<file path="config.mk">
export PLATFORM = sky130hd
export DESIGN_NAME = fwp_lock
export DESIGN_NICKNAME = d
export VERILOG_FILES = /design/src/fwp_pkg.sv /design/src/fwp_lock.sv
export VERILOG_INCLUDE_DIRS = /design/src /design/src/src
export SDC_FILE = /design/constraint.sdc
export NUM_CORES = 1
export LEC_CHECK = 0
export BUFFER_PORTS_ARGS = -buffer_cell sky130_fd_sc_hd__buf_2
export CAP_MARGIN = 20
export CORE_ASPECT_RATIO = 0.7
export CORE_MARGIN = 1.5
export CORE_UTILIZATION = 35
export DETAILED_ROUTE_END_ITERATION = 7
export PLACE_DENSITY_LB_ADDON = 0.08
export SLEW_MARGIN = 20
export SYNTH_ARGS = -nofsm -noshare
export SYNTH_HDL_FRONTEND = slang
export SYNTH_SLANG_ARGS = --single-unit
export TNS_END_PERCENT = 5
</file>
<file path="constraint.sdc">
create_clock -name clk -period 2.6 [get_ports clk]
set_input_delay 0.52 -clock clk [delete_from_list [all_inputs] [get_ports clk]]
set_output_delay 0.52 -clock clk [all_outputs]
set_load 0.05 [all_outputs]
</file>
<file path="src/fwp_consts.svh">
// Purpose: constants of the flash write protection and unlock logic
// Assumes: 8-bit register port, 100 MHz clock
// Notes:   offsets are word indices on the plain register port
`ifndef FWP_CONSTS_SVH
`define FWP_CONSTS_SVH
`define FWP_ADDR_W        2
`define FWP_DATA_W        8
`define FWP_ADR_CTRL      2'h0
`define FWP_ADR_SHARED    2'h1
`define FWP_ADR_STATUS    2'h2
`define FWP_KEY1          8'h73
`define FWP_KEY2          8'h8c
`define FWP_CMD_ERASE     8'h95
`define FWP_CMD_SECTSEL   8'h5e
`define FWP_PAGE_W        4
`define FWP_OFFS_W        9
`define FWP_SECTORS       8
`define FWP_PROT_RESET    8'h00
`define FWP_ST_UNLOCKED   0
`define FWP_ST_ACTIVE     1
`define FWP_ST_SECTSEL    2
`define FWP_ST_PROGGED    3
`define FWP_ST_OPTION     4
`endif

</file>
<file path="src/fwp_pkg.sv">
// Purpose: types of the flash write protection and unlock logic
// Assumes: constants come from fwp_consts.svh
// Notes:   command carrier travels to the flash array
`include "fwp_consts.svh"
package fwp_pkg;
  typedef enum logic [2:0] {
    FWP_LOCKED  = 3'b000,
    FWP_PAGE1   = 3'b001,
    FWP_KEY1_OK = 3'b010,
    FWP_KEY2_OK = 3'b011,
    FWP_OPEN    = 3'b100,
    FWP_PROG    = 3'b101
  } fwp_state_e;
  typedef struct packed {
    logic                   erase;
    logic                   mass;
    logic                   prog;
    logic [`FWP_PAGE_W-1:0] page;
    logic [`FWP_OFFS_W-1:0] offs;
    logic [7:0]             data;
  } fwp_cmd_s;
endpackage

</file>
<file path="src/fwp_lock.sv">
// Purpose: lock, unlock key sequence and protection checks of the flash controller
// Assumes: single clock, synchronous active-high reset, user byte writes on a port
// Notes:   the array sees only pulses that passed every check
// Notes on behaviour
// - reset leaves the controller locked; nothing programs or page-erases until unlocked
// - second page write must match the first, else relock; match activates page
// - writing 95h with a page open and no byte yet written erases it unless its sector is protected
// - any control value while unlocked relocks, 95h included
// - mass erase comes only from the debug port
// - byte writes anywhere on the open page; page stays open afterwards
// - control write after byte programming started relocks
// - option bit 0 blocks user program, page and mass erase; debug mass erase stays
// - option bit 1 permits program and page erase, subject to other checks
// - eight sectors, each an eighth of memory or at least one page
// - protected sector refuses program and erase; bits can only be set
// - sector protect bits clear on reset
// - sector protect and page select share one address, steered by control
`timescale 1ns/1ps
`include "fwp_consts.svh"
module fwp_lock
  import fwp_pkg::*;
#(
  parameter logic [7:0] SECT_SEL_CMD = `FWP_CMD_SECTSEL
) (
  input  wire logic                   clk,
  input  wire logic                   reset,
  input  wire logic                   ce,
  input  wire logic [`FWP_ADDR_W-1:0] reg_addr,
  input  wire logic [`FWP_DATA_W-1:0] reg_wdata,
  input  wire logic                   reg_wr,
  input  wire logic                   reg_rd,
  output logic      [`FWP_DATA_W-1:0] reg_rdata,
  input  wire logic                   global_write_protect_option,
  input  wire logic                   dbg_mass_erase,
  input  wire logic                   user_wr,
  input  wire logic [`FWP_OFFS_W-1:0] user_offs,
  input  wire logic [7:0]             user_data,
  output fwp_cmd_s                    flash_cmd
);

  fwp_state_e             state;
  fwp_state_e             next_state;
  logic [`FWP_PAGE_W-1:0] first_page;
  logic [`FWP_PAGE_W-1:0] active_page;
  logic [7:0]             sect_prot;
  logic                   sect_sel;

  // page to sector: with 16 pages in 8 sectors, two pages share a sector
  function automatic logic [2:0] sector_of(input logic [`FWP_PAGE_W-1:0] pg);
    sector_of = pg[`FWP_PAGE_W-1:1];
  endfunction

  logic ctrl_wr;
  logic shared_wr;
  logic page_ok;
  logic do_erase;
  logic do_prog;
  logic do_mass;
  assign ctrl_wr   = ce && reg_wr && reg_addr == `FWP_ADR_CTRL;
  assign shared_wr = ce && reg_wr && reg_addr == `FWP_ADR_SHARED;
  // option bit and sector protect gate both program and erase
  assign page_ok   = global_write_protect_option
                     && !sect_prot[sector_of(active_page)];
  assign do_erase  = ctrl_wr && state == FWP_OPEN
                     && reg_wdata == `FWP_CMD_ERASE && page_ok;
  // the control write wins over a byte write in the same cycle
  assign do_prog   = ce && user_wr && !ctrl_wr && page_ok
                     && (state == FWP_OPEN || state == FWP_PROG);
  // user code has no mass erase path at all; the debug port ignores the option bit
  assign do_mass   = ce && dbg_mass_erase;

  // unlock sequencer
  always_comb begin
    next_state = state;
    if (ctrl_wr) begin
      case (state)
        FWP_PAGE1:   next_state = reg_wdata == `FWP_KEY1 ? FWP_KEY1_OK : FWP_LOCKED;
        FWP_KEY1_OK: next_state = reg_wdata == `FWP_KEY2 ? FWP_KEY2_OK : FWP_LOCKED;
        default:     next_state = FWP_LOCKED;
      endcase
    end else if (shared_wr && !sect_sel) begin
      case (state)
        FWP_KEY2_OK: next_state = reg_wdata[`FWP_PAGE_W-1:0] == first_page
                                  ? FWP_OPEN : FWP_LOCKED;
        FWP_LOCKED:  next_state = FWP_PAGE1;
        FWP_PAGE1:   next_state = FWP_PAGE1;
        default:     next_state = FWP_LOCKED;
      endcase
    end else if (do_prog) begin
      next_state = FWP_PROG;
    end
  end

  // sequencer state, locked from reset
  always_ff @(posedge clk) begin
    if (reset) begin
      state <= FWP_LOCKED;
    end else if (ce) begin
      state <= next_state;
    end
  end

  // first and active page latches
  always_ff @(posedge clk) begin
    if (reset) begin
      first_page  <= '0;
      active_page <= '0;
    end else if (shared_wr && !sect_sel) begin
      if (state == FWP_LOCKED || state == FWP_PAGE1) begin
        first_page <= reg_wdata[`FWP_PAGE_W-1:0];
      end
      if (state == FWP_KEY2_OK) begin
        active_page <= reg_wdata[`FWP_PAGE_W-1:0];
      end
    end
  end

  // shared address steering: every control write reselects
  always_ff @(posedge clk) begin
    if (reset) begin
      sect_sel <= 1'b0;
    end else if (ctrl_wr) begin
      sect_sel <= reg_wdata == SECT_SEL_CMD;
    end
  end

  // sector protect only accumulates; reset is the only clear
  always_ff @(posedge clk) begin
    if (reset) begin
      sect_prot <= `FWP_PROT_RESET;
    end else if (shared_wr && sect_sel) begin
      sect_prot <= sect_prot | reg_wdata;
    end
  end

  // command pulses to the array, registered so refused requests never reach it
  always_ff @(posedge clk) begin
    if (reset) begin
      flash_cmd <= '0;
    end else if (ce) begin
      flash_cmd.erase <= do_erase;
      flash_cmd.mass  <= do_mass;
      flash_cmd.prog  <= do_prog;
      flash_cmd.page  <= active_page;
      flash_cmd.offs  <= user_offs;
      flash_cmd.data  <= user_data;
    end
  end

  // read data one cycle after the strobe
  always_ff @(posedge clk) begin
    if (reset) begin
      reg_rdata <= '0;
    end else if (ce) begin
      reg_rdata <= '0;
      if (reg_rd) begin
        case (reg_addr)
          `FWP_ADR_CTRL:   reg_rdata <= {5'h00, state};
          `FWP_ADR_SHARED: reg_rdata <= sect_sel ? sect_prot : {4'h0, active_page};
          `FWP_ADR_STATUS: begin
            reg_rdata[`FWP_ST_UNLOCKED] <= state == FWP_OPEN || state == FWP_PROG;
            reg_rdata[`FWP_ST_ACTIVE]   <= state == FWP_PROG;
            reg_rdata[`FWP_ST_SECTSEL]  <= sect_sel;
            reg_rdata[`FWP_ST_PROGGED]  <= flash_cmd.prog;
            reg_rdata[`FWP_ST_OPTION]   <= global_write_protect_option;
          end
          default:         reg_rdata <= '0;
        endcase
      end
    end
  end
endmodule

</file>
==> reports/qor.yml <==
status:
  outcome: "finished clean"
clock_tree:
  worstSkewPairLatency_ps: 300
  cts-root-buf: "clkbuf_8"
  htreeDepth: 2
  cts_buffer_depth: 2
  cts_hold_buf: 0
  cts-buffers-inserted: 5
  clkSlewWorstSetupHoldPaths_ps: 100
  cts_tree: "yes"
  cts_setup_buffers: 0
  post_cts_resized: 0
  clkSinkCount: 52
floorplanning:
  die_height_um: 70.23
  dieArea_um2: 6955
  rows: 24
  start_util_pct: 36.18
  die_x_um: 99.04
  coreArea_um2: 6246
  pin_count: 67
sta:
  fin_skew_ps: 4.833
  rsz0062_at_grt: "no"
  layout_worst_path_cycle_share_pct: 68.93
  final_hold_viol_count: 0
  worstMarginPinSlew_ps: 961.0
  finalSetupTns_ps: 0
  fin_crit_ps: 1792
  relSlewSlack_pct: 35.93
  slew_viol_final: 0
  finalSetupViolCount: 0
  fmax_mhz: 557.9
drt:
  drt-vias-per-instance: 4.942
  num_vias: 1888
  drt_wl_total_um: 5420
  routedWlPerCell_um: 14.19
  ant_nets: 0
  dr.pass1.iters: 4
  drt_iter0_markers: 83
  drc: 0
yosys:
  synth_area_um2: 2260
  syn_inst: 243
  synth_nets: 278
  ys_seq_elements: 52
  ys_types: 41
  syn_avg_cell_area_um2: 9.299
  ys_seq_area_share_pct: 46.07
  ys.warnings.count: 0
pwr:
  powerDensity_nw_per_um2: 587.8
  switchingPower_uw: 417.9
  finalPower_mw: 1.612
  cellLeakagePower_nw: 1.147
  combPwrFrac_pct: 12.4
  vdd_drop_max_mv: 0.2562
  switching_share_pct: 25.92
  seqPwrFrac_pct: 51.2
  pwr-share-clk_pct: 36.5
  internal-power_mw: 1.194
global_routing:
  grt_pass1_vias: 1701
  grt-ovfl-total: 0
  grt_max_degree: 54
  track_usage_pct: 15.87
  grt_first_pass_wirelength_um: 8694
  antenna_found_initial: 0
setup_path:
  worstPathRequired_ps: 2820
  critical_path_class: "flip-flop to flip-flop"
  cp-end-kind: "flip-flop"
  start_kind: "flip-flop"
  worstPathArrival_ps: 2010
  worstPathMaxFanout: 7
cells_and_area:
  fin_nets: 338
  areaGrowthSynthToFinish_pct: 21.37
  antenna_cells: 0
  stdcell_count: 382
  drive_gt1_share_pct: 27.30
placement:
  place.gp.congestion: 0.8146
  io_buffer_count: 66
  dpl.cell_count: 374
  place_hpwl_um: 3829
job:
  drv_cap: 0
min_path:
  min_path_type: "primary input to flip-flop"
[cells by family after synthesis]
family / Yosys count / share of synthesized area [%]
compound gates: 34 / 9.690
xor+xnor: 4 / 1.551
buf+inv: 16 / 3.599
flops: 52 / 46.07
mux: 37 / 16.39
simple gates: 100 / 22.70
[metrics by stage]
stage / instance area [um^2] / hold WS, ps / setup WS (ps) / util, %
after floorplan: 2260 / 457.5 / 985.0 / -
after global placement: 2621 / 452.7 / 592.1 / 41.97
after detailed placement: 2621 / 454.6 / 560.3 / 41.97
after CTS: 2743 / 443.8 / 794.8 / 43.91
after global routing: 2743 / 446.4 / 662.2 / 43.91
final: 2743 / 447.6 / 807.7 / 43.91
[synthesized netlist by cell type, drive strengths merged]
| cell | number | area share [%] |
|---|---|---|
| dfxtp | 52 | 46 |
| nor2 | 52 | 9.0 |
| mux2i | 37 | 16 |
| a21oi | 16 | 3.5 |
| nand2 | 13 | 2.2 |
| buf | 7 | 2.1 |
| clkbuf | 7 | 1.2 |
| nor3 | 6 | 1.8 |
| a22oi | 5 | 1.7 |
| o21ai | 4 | 1.1 |
| a211oi | 3 | 1.0 |
| nand2b | 3 | 0.83 |
| nand4 | 3 | 0.83 |
| nor4 | 3 | 0.83 |
| nor4b | 3 | 1.2 |
| a31oi | 2 | 0.55 |
| and2b | 2 | 0.72 |
| nand3 | 2 | 0.44 |
| nand3b | 2 | 0.66 |
| nand4b | 2 | 0.78 |
| nor2b | 2 | 0.55 |
| o22ai | 2 | 0.55 |
| or3 | 2 | 0.78 |
| xnor2 | 2 | 0.78 |
| xor2 | 2 | 0.78 |
| a2bb2oi | 1 | 0.39 |
| and3 | 1 | 0.33 |
| and4bb | 1 | 0.55 |
| clkinv | 1 | 0.17 |
| inv | 1 | 0.17 |
| nand4bb | 1 | 0.50 |
| o31ai | 1 | 0.94 |
| or2b | 1 | 0.33 |
| or4b | 1 | 0.44 |
[power by group through the flow]
| stage | Combinational [mW] | Clock (mW) | Sequential, mW |
|---|---|---|---|
| after floorplan | 0.0759 | 0 | 0.903 |
| final | 0.199 | 0.588 | 0.825 |
| after global placement | 0.199 | 0 | 0.844 |
| after global routing | 0.214 | 0.639 | 0.828 |
| after detailed placement | 0.201 | 0 | 0.843 |
| after CTS | 0.201 | 0.606 | 0.825 |
[flip-flops by register name, indices dropped and copies added, names as in the netlist]
name and flops:
state 3, sect_sel 1, first_page 4, sect_prot 8
reg_rdata 8, active_page 4, flash_cmd 24
[layout by cell type, fill, tap and decap left out, types with 2 or more instances in the layout]
| master | count |
|---|---|
| a21oi_1 | 16 |
| nand2_1 | 13 |
| nand4b_1 | 2 |
| nand2b_1 | 3 |
| clkbuf_8 | 6 |
| nand3_1 | 2 |
| nand4_1 | 3 |
| a22oi_1 | 5 |
| a31oi_1 | 2 |
| nor2b_1 | 2 |
| mux2i_1 | 37 |
| dfxtp_1 | 52 |
| nand3b_1 | 2 |
| o21ai_0 | 2 |
| nor2_1 | 51 |
| xnor2_1 | 2 |
| xor2_1 | 2 |
| nor4_1 | 3 |
| o22ai_1 | 2 |
| nor4b_1 | 3 |
| nor3_1 | 5 |
| buf_2 | 66 |
| a211oi_1 | 3 |
[area by class of cell]
| type | count | area (um^2) |
|---|---|---|
| tap | 78 | 97.59 |
| multi-input combinational | 175 | 1137 |
| sequential | 52 | 1041 |
| fill | 651 | 3503 |
| clock inverter | 2 | 38.79 |
| inverter | 2 | 7.507 |
| timing repair buffer | 67 | 337.8 |
| clock buffer | 6 | 82.58 |
[metal layers]
layer / track usage, % / vias to the layer above / routed length, um
met1: 23.94 / 874 / 3054
met2: 22.30 / 44 / 2123
met5: 0 / - / 0
li1: - / 968 / -
met3: 4.805 / 2 / 218
met4: 2.857 / 0 / 23
[worst paths after layout]
kind / slack (ps) / start / cells after the start / end
max: 810 / active_page[1]$_SDFFE_PP0P_ / 5 / state[0]$_SDFFE_PP0P_
min: 450 / user_offs[5] / 3 / flash_cmd[13]$_SDFFE_PP0P_
max reg2reg: 810 / active_page[1]$_SDFFE_PP0P_ / 5 / state[0]$_SDFFE_PP0P_
min reg2reg: 470 / reg_rdata[3]$_SDFFE_PP0P_ / 2 / reg_rdata[3]$_SDFFE_PP0P_
[critical path: stages, from the launching register on]
cell and delay, ps:
dfxtp_1 570, mux2i_1 350, o31ai_4 80, nor4_1 410, nor3_1 80, a211oi_1 210
(Power assumes the default switching activity.)
